==> src/rtl/fault_pkg.sv <==
// Purpose: Shared constants and carriers for the engine fault supervisor
// Assumes: 40 MHz system clock, all sensor inputs synchronous to it
// Notes:   Times are held in ms; tick counts derive from the ms tick
package fault_pkg;

  ////////////////////////////////////////////////////////////////////////////
  // Timebase
  localparam int CLK_HZ      = 40_000_000;
  localparam int TICK_MS     = 1;
  localparam int TICK_CYCLES = CLK_HZ / 1000 * TICK_MS;
  localparam int TIMER_W     = 15;

  // Durations as printed, in ms
  localparam int DRUM_LOCK_MS   = 2000;
  localparam int DEV_LOCK_MS    = 2000;
  localparam int FAN_LOCK_MS    = 5000;
  localparam int SUCTION_MOT_MS = 1000;
  localparam int BOTTLE_MS      = 3000;
  localparam int DENS_ADJ_MS    = 20000;
  localparam int TONER_WIN_MS   = 2000;
  localparam int TRAY_LIFT_MS   = 10000;
  localparam int TRAY6_LIFT_MS  = 20000;

  // Durations in ms ticks
  localparam logic [TIMER_W-1:0] DRUM_LOCK_T   =
    TIMER_W'(DRUM_LOCK_MS / TICK_MS);
  localparam logic [TIMER_W-1:0] DEV_LOCK_T    =
    TIMER_W'(DEV_LOCK_MS / TICK_MS);
  localparam logic [TIMER_W-1:0] FAN_LOCK_T    =
    TIMER_W'(FAN_LOCK_MS / TICK_MS);
  localparam logic [TIMER_W-1:0] SUCTION_MOT_T =
    TIMER_W'(SUCTION_MOT_MS / TICK_MS);
  localparam logic [TIMER_W-1:0] BOTTLE_T      =
    TIMER_W'(BOTTLE_MS / TICK_MS);
  localparam logic [TIMER_W-1:0] DENS_ADJ_T    =
    TIMER_W'(DENS_ADJ_MS / TICK_MS);
  localparam logic [TIMER_W-1:0] TONER_WIN_T   =
    TIMER_W'(TONER_WIN_MS / TICK_MS);
  localparam logic [TIMER_W-1:0] TRAY_LIFT_T   =
    TIMER_W'(TRAY_LIFT_MS / TICK_MS);
  localparam logic [TIMER_W-1:0] TRAY6_LIFT_T  =
    TIMER_W'(TRAY6_LIFT_MS / TICK_MS);

  ////////////////////////////////////////////////////////////////////////////
  // Sample counts and duty codes
  localparam logic [7:0] DUTY_MAX      = 8'h00FF;
  localparam logic [7:0] DUTY_MIN      = 8'h0000;
  localparam logic [7:0] DUTY_RESET    = 8'h0080;
  localparam logic [3:0] DRUM_POT_CNT  = 4'h000A;
  localparam logic [4:0] XFER_LEAK_CNT = 5'h0010;
  localparam logic [3:0] TONER_CLUTCH_CNT = 4'h000A;

  ////////////////////////////////////////////////////////////////////////////
  // Fault codes: index into the pending vector
  localparam int NUM_TRAYS       = 6;
  localparam int NUM_FAULTS      = 18;
  localparam int CODE_W          = 5;
  localparam int F_DENS_CAL      = 0;
  localparam int F_DENS_ADJ      = 1;
  localparam int F_DRUM_POT      = 2;
  localparam int F_XFER_LEAK     = 3;
  localparam int F_QUENCH        = 4;
  localparam int F_DRUM_LOCK     = 5;
  localparam int F_DEV_LOCK      = 6;
  localparam int F_FAN_LOCK      = 7;
  localparam int F_SUCTION_MOTOR = 8;
  localparam int F_TONER_BOTTLE  = 9;
  localparam int F_COLLECTION    = 10;
  localparam int F_SUCTION_BTL   = 11;
  localparam int F_TRAY_LIFT     = 12;

  // Duration timer slots
  localparam int NUM_TIMERS   = 20;
  localparam int T_DRUM_LOCK  = 0;
  localparam int T_DEV_LOCK   = 1;
  localparam int T_FAN_LOCK   = 2;
  localparam int T_SUCTION    = 3;
  localparam int T_WASTE_SET  = 4;
  localparam int T_SUCT_SET   = 5;
  localparam int T_SUCT_OPER  = 6;
  localparam int T_DENS_ADJ   = 7;
  localparam int T_TRAY_SENS  = 8;
  localparam int T_TRAY_UPPER = 14;

  ////////////////////////////////////////////////////////////////////////////
  // Carriers
  typedef struct packed {
    logic       init_active;
    logic       cal_sample;
    logic       below_4v;
    logic       duty_apply;
    logic [7:0] duty_code;
    logic       bare_check_active;
    logic       bare_in_window;
  } density_in_s;

  typedef struct packed {
    logic drum_pot_sample;
    logic drum_pot_over_800v;
    logic xfer_active;
    logic xfer_over_setting;
    logic xfer_fb_sample;
    logic xfer_fb_below_075v;
    logic pc_init_done;
    logic drum_pot_out_of_range;
  } process_in_s;

  typedef struct packed {
    logic drum_motor_on;
    logic drum_lock;
    logic dev_motor_on;
    logic dev_lock;
    logic fan_on;
    logic fan_lock;
    logic suction_motor_on;
    logic suction_lock_sense;
    logic toner_supply_active;
    logic coil_clutch_on;
    logic hopper_no_toner;
    logic waste_bottle_set;
    logic suction_bottle_set;
    logic machine_operating;
  } motor_in_s;

  typedef struct packed {
    logic [NUM_TRAYS-1:0] lift_motor_on;
    logic [NUM_TRAYS-1:0] lift_sensor;
    logic [NUM_TRAYS-1:0] feed_lifting;
    logic [NUM_TRAYS-1:0] upper_limit;
    logic [NUM_TRAYS-1:0] inserted;
  } tray_in_s;

endpackage

==> src/rtl/engine_fault_supervisor.sv <==
// Purpose: Print engine fault supervisor raising latched service faults
// Assumes: Comparator results and strobes arrive synchronous to clk
// Notes:   All durations run on a 1 ms tick from a clock divider
`timescale 1ns/1ps
`default_nettype none
module engine_fault_supervisor import fault_pkg::*; #(
  parameter int TICK_CYC = TICK_CYCLES
) (
  // Clock and reset
  input  wire logic              clk,
  input  wire logic              resetn,
  // Sensor and actuator state
  input  wire density_in_s       dens,
  input  wire process_in_s       proc_in,
  input  wire motor_in_s         mot,
  input  wire tray_in_s          tray,
  // Fault clear from controller
  input  wire logic              clear_valid,
  input  wire logic [CODE_W-1:0] clear_code,
  // Density sensor drive
  output logic      [7:0]        duty_out_r,
  // Fault report
  output logic [NUM_FAULTS-1:0]  fault_pending,
  output logic                   fault_event,
  output logic      [CODE_W-1:0] fault_code
);

  if (TICK_CYC < 2) begin : g_chk
    $error("engine_fault_supervisor: TICK_CYC must be at least 2");
  end

  localparam int DIV_W = $clog2(TICK_CYC);

  ////////////////////////////////////////////////////////////////////////////
  // Millisecond tick
  logic [DIV_W-1:0] div_r;
  logic [DIV_W-1:0] div_nxt;
  logic             tick_r;
  logic             tick_nxt;

  always_comb begin
    tick_nxt = 1'b0;
    div_nxt  = div_r + DIV_W'(1);
    if (div_r == DIV_W'(TICK_CYC - 1)) begin
      div_nxt  = '0;
      tick_nxt = 1'b1;
    end
  end

  always_ff @(posedge clk or negedge resetn) begin
    if (!resetn) begin
      div_r  <= '0;
      tick_r <= 1'b0;
    end else begin
      div_r  <= div_nxt;
      tick_r <= tick_nxt;
    end
  end

  ////////////////////////////////////////////////////////////////////////////
  // Duration timers
  logic [NUM_TIMERS-1:0] tcond;
  logic [NUM_TIMERS-1:0] trestart;
  logic [NUM_TIMERS-1:0] tfire;
  logic [TIMER_W-1:0]    tlim [NUM_TIMERS];
  logic                  suct_prev_r;

  always_comb begin
    trestart = '0;
    tcond[T_DRUM_LOCK] = mot.drum_motor_on & mot.drum_lock;
    tlim[T_DRUM_LOCK]  = DRUM_LOCK_T;
    tcond[T_DEV_LOCK]  = mot.dev_motor_on & ~mot.dev_lock;
    tlim[T_DEV_LOCK]   = DEV_LOCK_T;
    tcond[T_FAN_LOCK]  = mot.fan_on & mot.fan_lock;
    tlim[T_FAN_LOCK]   = FAN_LOCK_T;
    tcond[T_SUCTION]   = mot.suction_motor_on;
    trestart[T_SUCTION] = mot.suction_lock_sense ^ suct_prev_r;
    tlim[T_SUCTION]    = SUCTION_MOT_T;
    tcond[T_WASTE_SET] = ~mot.waste_bottle_set;
    tlim[T_WASTE_SET]  = BOTTLE_T;
    tcond[T_SUCT_SET]  = ~mot.suction_bottle_set;
    tlim[T_SUCT_SET]   = BOTTLE_T;
    tcond[T_SUCT_OPER] = mot.machine_operating &
                         ~mot.suction_bottle_set;
    tlim[T_SUCT_OPER]  = BOTTLE_T;
    tcond[T_DENS_ADJ]  = dens.bare_check_active &
                         ~dens.bare_in_window;
    tlim[T_DENS_ADJ]   = DENS_ADJ_T;
    for (int t = 0; t < NUM_TRAYS; t++) begin
      tcond[T_TRAY_SENS + t]  = tray.lift_motor_on[t] &
                                ~tray.lift_sensor[t];
      tcond[T_TRAY_UPPER + t] = tray.feed_lifting[t] &
                                ~tray.upper_limit[t];
      // Last tray is the deepest stack and lifts slowest
      tlim[T_TRAY_SENS + t]   = (t == NUM_TRAYS - 1) ?
                                TRAY6_LIFT_T : TRAY_LIFT_T;
      tlim[T_TRAY_UPPER + t]  = tlim[T_TRAY_SENS + t];
    end
  end

  for (genvar i = 0; i < NUM_TIMERS; i++) begin : g_timer
    logic [TIMER_W-1:0] cnt_r;
    logic [TIMER_W-1:0] cnt_nxt;
    logic               fire;

    always_comb begin
      cnt_nxt = cnt_r;
      fire    = 1'b0;
      if (!tcond[i] || trestart[i]) begin
        cnt_nxt = '0;
      end else if (tick_r && (cnt_r < tlim[i])) begin
        cnt_nxt = cnt_r + TIMER_W'(1);
        // Saturates so a held condition raises only once
        fire    = (cnt_nxt == tlim[i]);
      end
    end

    always_ff @(posedge clk or negedge resetn) begin
      if (!resetn) begin
        cnt_r <= '0;
      end else begin
        cnt_r <= cnt_nxt;
      end
    end

    assign tfire[i] = fire;
  end

  ////////////////////////////////////////////////////////////////////////////
  // Sample counters, toner window and density drive
  logic [3:0]         pot_cnt_r;
  logic [3:0]         pot_cnt_nxt;
  logic [4:0]         leak_cnt_r;
  logic [4:0]         leak_cnt_nxt;
  logic [3:0]         clutch_cnt_r;
  logic [3:0]         clutch_cnt_nxt;
  logic [TIMER_W-1:0] twin_r;
  logic [TIMER_W-1:0] twin_nxt;
  logic               clutch_prev_r;
  logic [7:0]         duty_nxt;
  logic               pot_fire;
  logic               leak_fire;
  logic               toner_fire;
  logic               cal_fire;
  logic               leak_armed;
  logic               toner_armed;

  always_comb begin
    pot_cnt_nxt    = pot_cnt_r;
    leak_cnt_nxt   = leak_cnt_r;
    clutch_cnt_nxt = clutch_cnt_r;
    twin_nxt       = twin_r;
    duty_nxt       = duty_out_r;
    pot_fire       = 1'b0;
    leak_fire      = 1'b0;
    toner_fire     = 1'b0;
    cal_fire       = 1'b0;

    // Only an applied code changes the drive; calibration end leaves it
    if (dens.duty_apply) begin
      duty_nxt = dens.duty_code;
    end
    if (dens.init_active && dens.cal_sample) begin
      if (duty_out_r == DUTY_MAX && dens.below_4v) begin
        cal_fire = 1'b1;
      end
      if (duty_out_r == DUTY_MIN && !dens.below_4v) begin
        cal_fire = 1'b1;
      end
    end

    if (proc_in.drum_pot_sample) begin
      if (!proc_in.drum_pot_over_800v) begin
        pot_cnt_nxt = '0;
      end else if (pot_cnt_r < DRUM_POT_CNT) begin
        pot_cnt_nxt = pot_cnt_r + 4'h0001;
        pot_fire    = (pot_cnt_nxt == DRUM_POT_CNT);
      end
    end

    leak_armed = proc_in.xfer_active & proc_in.xfer_over_setting;
    if (!leak_armed) begin
      leak_cnt_nxt = '0;
    end else if (proc_in.xfer_fb_sample) begin
      if (!proc_in.xfer_fb_below_075v) begin
        leak_cnt_nxt = '0;
      end else if (leak_cnt_r < XFER_LEAK_CNT) begin
        leak_cnt_nxt = leak_cnt_r + 5'h0001;
        leak_fire    = (leak_cnt_nxt == XFER_LEAK_CNT);
      end
    end

    // Window opens on the first clutch pulse and closes after 2 s
    toner_armed = mot.toner_supply_active & mot.hopper_no_toner;
    if (!toner_armed) begin
      clutch_cnt_nxt = '0;
      twin_nxt       = '0;
    end else begin
      if (clutch_cnt_r != 4'h0000 && tick_r) begin
        twin_nxt = twin_r + TIMER_W'(1);
      end
      if (twin_nxt >= TONER_WIN_T) begin
        clutch_cnt_nxt = '0;
        twin_nxt       = '0;
      end else if (mot.coil_clutch_on && !clutch_prev_r &&
                   clutch_cnt_r < TONER_CLUTCH_CNT) begin
        clutch_cnt_nxt = clutch_cnt_r + 4'h0001;
        toner_fire     = (clutch_cnt_nxt == TONER_CLUTCH_CNT);
      end
    end
  end

  always_ff @(posedge clk or negedge resetn) begin
    if (!resetn) begin
      pot_cnt_r     <= '0;
      leak_cnt_r    <= '0;
      clutch_cnt_r  <= '0;
      twin_r        <= '0;
      clutch_prev_r <= 1'b0;
      suct_prev_r   <= 1'b0;
      duty_out_r    <= DUTY_RESET;
    end else begin
      pot_cnt_r     <= pot_cnt_nxt;
      leak_cnt_r    <= leak_cnt_nxt;
      clutch_cnt_r  <= clutch_cnt_nxt;
      twin_r        <= twin_nxt;
      clutch_prev_r <= mot.coil_clutch_on;
      suct_prev_r   <= mot.suction_lock_sense;
      duty_out_r    <= duty_nxt;
    end
  end

  ////////////////////////////////////////////////////////////////////////////
  // Fault raise vector
  logic [NUM_FAULTS-1:0] raise;

  always_comb begin
    raise                  = '0;
    raise[F_DENS_CAL]      = cal_fire;
    raise[F_DENS_ADJ]      = tfire[T_DENS_ADJ];
    raise[F_DRUM_POT]      = pot_fire;
    raise[F_XFER_LEAK]     = leak_fire;
    raise[F_QUENCH]        = proc_in.pc_init_done &
                             ~mot.drum_motor_on &
                             proc_in.drum_pot_out_of_range;
    raise[F_DRUM_LOCK]     = tfire[T_DRUM_LOCK];
    raise[F_DEV_LOCK]      = tfire[T_DEV_LOCK];
    raise[F_FAN_LOCK]      = tfire[T_FAN_LOCK];
    raise[F_SUCTION_MOTOR] = tfire[T_SUCTION];
    raise[F_TONER_BOTTLE]  = toner_fire;
    raise[F_COLLECTION]    = tfire[T_WASTE_SET] | tfire[T_SUCT_SET];
    raise[F_SUCTION_BTL]   = tfire[T_SUCT_OPER];
    for (int t = 0; t < NUM_TRAYS; t++) begin
      raise[F_TRAY_LIFT + t] = tfire[T_TRAY_SENS + t] |
                               tfire[T_TRAY_UPPER + t] |
                               (tray.inserted[t] &
                                tray.lift_sensor[t]);
    end
  end

  fault_code_store #(
    .N (NUM_FAULTS)
  ) u_store (
    .clk          (clk),
    .resetn       (resetn),
    .raise        (raise),
    .clear_valid  (clear_valid),
    .clear_code   (clear_code),
    .pending_r    (fault_pending),
    .event_r      (fault_event),
    .event_code_r (fault_code)
  );

endmodule
`default_nettype wire

==> src/rtl/fault_code_store.sv <==
// Purpose: Latches raised faults as pending flags and reports each event
// Assumes: One raise vector per cycle, one clear request per cycle
// Notes:   A raise in the same cycle as its clear keeps the flag set
`timescale 1ns/1ps
`default_nettype none
module fault_code_store import fault_pkg::*; #(
  parameter int N = NUM_FAULTS
) (
  // Clock and reset
  input  wire logic              clk,
  input  wire logic              resetn,
  // Raise and clear
  input  wire logic [N-1:0]      raise,
  input  wire logic              clear_valid,
  input  wire logic [CODE_W-1:0] clear_code,
  // Report
  output logic      [N-1:0]      pending_r,
  output logic                   event_r,
  output logic      [CODE_W-1:0] event_code_r
);

  if (N > (1 << CODE_W)) begin : g_chk
    $error("fault_code_store: too many codes for CODE_W");
  end

  logic [N-1:0]      pending_nxt;
  logic              event_nxt;
  logic [CODE_W-1:0] event_code_nxt;

  always_comb begin
    pending_nxt    = pending_r;
    event_nxt      = |raise;
    event_code_nxt = event_code_r;
    if (clear_valid && (32'(clear_code) < N)) begin
      pending_nxt[clear_code] = 1'b0;
    end
    // Set after clear so a simultaneous raise wins
    pending_nxt = pending_nxt | raise;
    // Lowest index wins when several rise together
    for (int i = N - 1; i >= 0; i--) begin
      if (raise[i]) begin
        event_code_nxt = CODE_W'(i);
      end
    end
  end

  always_ff @(posedge clk or negedge resetn) begin
    if (!resetn) begin
      pending_r    <= '0;
      event_r      <= 1'b0;
      event_code_r <= '0;
    end else begin
      pending_r    <= pending_nxt;
      event_r      <= event_nxt;
      event_code_r <= event_code_nxt;
    end
  end

endmodule
`default_nettype wire

==> config.mk <==
export PLATFORM = sky130hd
export DESIGN_NAME = engine_fault_supervisor
export DESIGN_NICKNAME = d
export VERILOG_FILES = /design/src/rtl/fault_pkg.sv /design/src/rtl/engine_fault_supervisor.sv /design/src/rtl/fault_code_store.sv
export SDC_FILE = /design/constraint.sdc
export NUM_CORES = 1
export LEC_CHECK = 0
export BUFFER_PORTS_ARGS = -buffer_cell sky130_fd_sc_hd__buf_2
export CAP_MARGIN = 40
export CORE_MARGIN = 2
export CORE_UTILIZATION = 48
export CTS_CLUSTER_DIAMETER = 50
export DETAILED_ROUTE_END_ITERATION = 10
export GPL_ROUTABILITY_DRIVEN = 0
export PLACE_DENSITY = 0.72
export REMOVE_ABC_BUFFERS = 1
export SYNTH_ARGS = -nofsm -noshare
export SYNTH_HDL_FRONTEND = slang
export SYNTH_SLANG_ARGS = --single-unit
==> constraint.sdc <==
create_clock -name clk -period 3.9 [get_ports clk]
set_input_delay 0 -clock clk [delete_from_list [all_inputs] [get_ports clk]]
set_output_delay 0 -clock clk [all_outputs]
set_load 0.01 [all_outputs]
Word-level counts from Yosys, hierarchy flattened
Cells that the tools add are included.
Storage, ports and cells
  register bits: 379
  input bits: 74
  output and inout bits: 32
  logic and storage cells: 360
Operators by class
  $add $sub $neg: 25
  $lt $le $gt $ge: 27
  eq/ne operators: 46
  mux-type cells: 129
  bitwise operators: 60
  reduce and logical (&&, ||, !) cells: 41
Operators by type and width (count)
  2-to-1 mux 15 bit: 44
  adder 15 x 1 -> 15 bit, second input constant: 21
  equality test 15 x 14 -> 1 bit, second input constant: 10
  less-than comparator 15 x 14 -> 1 bit, second input constant: 10
  2-to-1 mux 5 bit: 22
  2-to-1 mux 1 bit: 55
  equality test 15 x 12 -> 1 bit, second input constant: 3
  equality test 15 bit, second input constant: 3
  less-than comparator 15 x 12 -> 1 bit, second input constant: 3
  less-than comparator 15 bit, second input constant: 3
  != test 2 x 1 -> 1 bit, second input constant: 18
  equality test 15 x 11 -> 1 bit, second input constant: 2
  less-than comparator 15 x 11 -> 1 bit, second input constant: 2
  logical AND 1 bit: 28
  bitwise AND 1 bit: 27
  2-to-1 mux 4 bit: 5
  bitwise AND 18 bit: 1
  2-to-1 mux 18 bit: 1
  inverter 18 bit: 1
  bitwise OR 18 bit: 1
  nonzero test 18 bit: 1
  OR reduction 18 bit: 1
  adder 16 x 1 -> 16 bit, second input constant: 1
  equality test 16 bit, second input constant: 1
  28 further kinds: 64

Longest topological paths before layout
  depth after elaboration: 24
  gate-level depth with buffers: 12
  depth with buffers taken out: 11

Cells and area by module
From an unflattened synthesis, not the netlist that was laid out.
Unflattened totals
  cell total of the unflattened synthesis: 2386
  area, all modules: 21388.0 um^2
By module, submodules not included
  engine_fault_supervisor: instances 1, cells an instance 2271, area an instance 20216.9 um^2, sequential area each 8884.8 um^2
  fault_code_store: instances 1, cells an instance 115, area an instance 1171.1 um^2, sequential area each 600.6 um^2

Worst setup path before layout
Ideal clock, no wire load.
  path kind: reg-to-reg
  start: reg clutch_cnt_r[0]
  end: reg u_store.event_code_r[0]
  library setup time: 79 ps
  data arrival time: 2746 ps
  data required time: 3821 ps
  path slack: 1074 ps
  stages on the path, launching flop included: 13
  path buffers: 1
  cells stage by stage: dfrtp_1 -> inv_1 -> ha_1 -> nor3b_2 -> or3_4 -> nor3_4 -> a211o_1 -> a221o_1 -> buf_4 -> nor2_2 -> or4_4 -> nor3_4 -> mux2i_1
Between the ends
  word-level cells in the longest chain between the ends: 17
  elaborated cells on any way between the ends: 23
  classes of those cells: 1 x add/sub; 2 x order compare; 1 x eq/ne; 15 x mux; 4 x reduce/logical
Ends and longest elaborated chain
  start: declaration: line engine_fault_supervisor.sv:135  | logic [3:0] clutch_cnt_r;
  start signal: assignment: line engine_fault_supervisor.sv:225  | clutch_cnt_r <= clutch_cnt_nxt;
  nonzero test 4 bit: line engine_fault_supervisor.sv:199  | if (clutch_cnt_r != 4'h0000 && tick_r) begin
  logical AND 1 bit: line engine_fault_supervisor.sv:199
  2-to-1 mux 15 bit: line engine_fault_supervisor.sv:199
  2-to-1 mux 15 bit: line engine_fault_supervisor.sv:195  | if (!toner_armed) begin
  greater-or-equal comparator 15 x 11 -> 1 bit: line engine_fault_supervisor.sv:202  | if (twin_nxt >= TONER_WIN_T) begin
  2-to-1 mux 1 bit *: line engine_fault_supervisor.sv:202
  2-to-1 mux 1 bit *: line engine_fault_supervisor.sv:195
  2-to-1 mux 5 bit (10 in series): line fault_code_store.sv:41  | if (raise[i]) begin
  end signal: assignment: line fault_code_store.sv:55  | event_code_r <= event_code_nxt;
  end: declaration: line fault_code_store.sv:19  | output logic [CODE_W-1:0] event_code_r
Mark *: on every way between the ends. The rest lies on a longest branch, timed or not. The select of a mux whose other input is x is not followed.
A chain may end at the register's enable or synchronous reset.

Worst setup path after layout
  start: reg g_timer[10].cnt_r[7]
  end: reg u_store.pending_r[14]
Between the ends
  word-level cells in the longest chain between the ends: 7
  elaborated cells on any way between the ends: 9
  classes of those cells: 1 x add/sub; 1 x order compare; 1 x eq/ne; 2 x mux; 3 x bitwise; 1 x reduce/logical
Ends and longest elaborated chain
  start: declaration: line engine_fault_supervisor.sv:102  | logic [TIMER_W-1:0] cnt_r;
  start signal: assignment: line engine_fault_supervisor.sv:122  | cnt_r <= cnt_nxt;
  adder 15 x 1 -> 15 bit / less-than comparator 15 x 14 -> 1 bit (equally long branches): line engine_fault_supervisor.sv:112, engine_fault_supervisor.sv:111
  equality test 15 x 14 -> 1 bit / logical AND 1 bit (equally long branches): line engine_fault_supervisor.sv:114, engine_fault_supervisor.sv:111
  2-to-1 mux 1 bit *: line engine_fault_supervisor.sv:111  | end else if (tick_r && (cnt_r < tlim[i])) begin
  2-to-1 mux 1 bit *: line engine_fault_supervisor.sv:109  | if (!tcond[i] || trestart[i]) begin
  bitwise OR 1 bit *: line engine_fault_supervisor.sv:254  | raise[F_TRAY_LIFT + t] = tfire[T_TRAY_SENS + t] |
  bitwise OR 1 bit *: line engine_fault_supervisor.sv:255  | tfire[T_TRAY_UPPER + t] |
  bitwise OR 18 bit *: line fault_code_store.sv:38  | pending_nxt = pending_nxt | raise;
  net u_store.pending_nxt[14]: line fault_code_store.sv:26  | logic [N-1:0] pending_nxt;
  end signal: assignment: line fault_code_store.sv:53  | pending_r <= pending_nxt;
  end: declaration: line fault_code_store.sv:17  | output logic [N-1:0] pending_r,
Mark *: on every way through the listed nets, which the timed path passes. The rest lies on a longest branch.

==> flow_summary.toml <==
[run_status]
outcome = "finished clean"

[timing]
finalHoldViolCount = 0
post-route-period-util_pct = 93.7
max_freq_ghz = 0.274
slew_viol_final = 0
rsz0062_at_grt = "false"
period_needed_ns = 3.65
tightest_slew_ns = 0.780
setup_tns_ns = 0
relSlewSlack_pct = 47.9
fin_skew_ns = 0.0182
setup_violations = 0

[grt]
antenna_found_initial = 1
grt_pass1_vias = 17182
gr-usage-met2_pct = 33.2
grt_max_degree = 112
grt_pass1_wl_mm = 82.6
grt_overflow_total = 0
grtUsageMet3_pct = 3.83
grt-busiest-layer = "met2"
grt_use_total_pct = 21.1
use_met1_pct = 28.7

[logic_synthesis]
yosysWarnings = 0
synth_area_per_cell_um2 = 8.99
ys_seq_area_share_pct = 44.0
synth_flop_cell = "dfrtp_1"
synth_edf_count = 0
synth_top_area_cell = "dfrtp_1"
synth_top_area_share_pct = 43.9
async_reset_ff_share_pct = 100
synth_area_leaders = "dfrtp_1 44%, nor2_1 6.6%, xor2_1 5.8%"
netlist_area_um2 = 21600
synthTopCellsByCount = "378 x dfrtp_1, 378 x nor2_1, 218 x nand2_1"
ys_seq_elements = 379
synthCells = 2397
synth.distinct_cells = 100

[worst_setup_path]
critical_path_class = "reg2reg"
crit_chain = "nor4_1 > o21ai_0 > a211oi_2 > nor4b_1 > a221oi_1 > dlygate4sd3_1 > nand2_1 > dlygate4sd3_1"
crit_buf_inv = 2
required_ns = 4.42
cp-start-kind = "flop"
cpMostUsedCell = "dlygate4sd3_1"
critPathTopFamily = "buffers and inverters"
max_stage_delay_ns = 0.67
crit_path_top_delay_cell = "dlygate4sd3_1"
critical_path_arrival_ns = 4.17
worstPathMaxFanout = 8
endpoint_kind = "flop"

[clock_tree]
cts_buffer_depth = 3
root_buffer = "clkbuf_16"
clock-sinks = 379
clk_pin_slew_ns = 0.06
cts_setup_buffers = 0
htreeDepth = 2
cts_inserted_buffers = 50
post_cts_resized = 0
cts_tree = "built"
hold_buffers = 73
clock_latency_ns = 0.59

[placed_design]
io_buffers = 105
dp_hpwl_mm = 33.2
place_inst = 3008

[drt]
finalWirelength_mm = 48.9
post_drt_via_cell_ratio = 5.64
wl_per_cell_um = 15.4
drtPass1Iterations = 5
initialDrtViolationCount = 1673
vias = 17896
final_antenna_net_count = 0
drc = 0

[final_layout]
syn_to_final_growth_pct = 16.1
drive_above_1_share_pct = 9.84
layout.cells.non_filler = 3174
nets = 2664

[hold_path]
hp-class = "in2async"

[power_and_ir_drop]
ir_drop_v = 0.000295
total_power_mw = 9.17
powerDensity_nw_per_um2 = 366
total_leakage_power_nw = 10.2

[floorplan]
std_cell_rows = 77
die_h_um = 216
core_um2 = 44300
start_util_pct = 48.6
die_area_um2 = 46600
die_w_um = 216
ioPinCount = 106

[run]
maxCapViolations = 0
==> layout make-up <==
type | instances | area (um2)
Antenna cell | 1 | 2.50
Clock buffer | 67 | 1430
Clock inverter | 25 | 328
Fill cell | 3841 | 19300
Inverter | 57 | 214
Multi-Input combinational cell | 1860 | 11400
Sequential cell | 379 | 9490
Tap cell | 592 | 741
Timing Repair Buffer | 193 | 1400
==> path summary, 6_finish.rpt <==
kind / startpoint / end / slack (ns) / depth (start not counted)
worst min register to register: div_r[0] / div_r[0] / 0.48 / 1
min in group clk: tray[26] / g_timer[10].cnt_r[2] / 0.03 / 3
worst max register to register: g_timer[10].cnt_r[7] / u_store.pending_r[14] / 0.25 / 8
max in group asynchronous: resetn / g_timer[17].cnt_r[14] / 2.72 / 3
worst min-delay path: resetn / g_timer[5].cnt_r[0] / 0.03 / 2
worst max-delay path: g_timer[10].cnt_r[7] / u_store.pending_r[14] / 0.25 / 8
==> kinds of logic after synthesis <==
logic type / after synthesis / share of synthesized area, %
fa+ha+maj: 49 / 2.84
simple gates: 1188 / 27.9
mux: 32 / 1.54
buf+inv: 161 / 2.99
other cells: 1 / 0.0174
flops: 379 / 44.0
compound gates: 331 / 10.3
xor+xnor: 256 / 10.4
==> registers in the layout (all words and copies together), names as in the netlist <==
signal,count
clutch_cnt_r,4
clutch_prev_r,1
div_r,16
duty_out_r,8
g_timer.cnt_r,300
leak_cnt_r,5
pot_cnt_r,4
suct_prev_r,1
tick_r,1
twin_r,15
u_store.event_code_r,5
u_store.event_r,1
u_store.pending_r,18
==> metrics by stage <==
step / util [%] / setup slack (ns) / hold slack [ns] / cell area [um2]
2_1_floorplan: - / 0.754 / -0.296 / 21100
3_3_place_gp: 50.9 / 0.799 / 0.0820 / 22600
3_5_place_dp: 50.9 / 0.725 / 0.0906 / 22600
4_1_cts: 56.5 / 0.245 / 0.00780 / 25000
5_1_grt: 56.5 / 0.0622 / 0.0596 / 25000
6_report: 56.5 / 0.248 / 0.0302 / 25000
==> report_power, final <==
part,switching (mW),internal (mW)
Clock,1.82,2.99
Sequential,0.0291,3.96
Combinational,0.233,0.141
Total,2.08,7.09
==> worst register-to-register path: cells and delay by family, from the launching register on <==
kind            cells  cell delay [ns]
buf+inv             2             1.21
compound gates      3             0.97
simple gates        3             0.96
flops               1             0.46
==> metal layers <==
metal  up-vias  wire length (um)
li1       8742                 -
met1      8630             22200
met2       428             22200
met3        96              2840
met4         0              1600
met5         -                 0
==> placed cells by master, fill, tap and decap left out, drive strengths merged, types with 38 or more instances in the layout <==
| cell | n |
|---|---|
| o21ai | 87 |
| buf | 120 |
| nand2b | 38 |
| nor4 | 41 |
| or3 | 45 |
| xnor2 | 114 |
| dfrtp | 378 |
| dlygate4sd3 | 73 |
| nor3 | 56 |
| nand2 | 218 |
| nand3 | 127 |
| inv | 64 |
| and3 | 60 |
| nor2 | 379 |
| clkbuf | 67 |
| nand4 | 70 |
| ha | 49 |
| a21oi | 79 |
| xor2 | 142 |
Note: power is estimated with default switching activity, not from simulation.
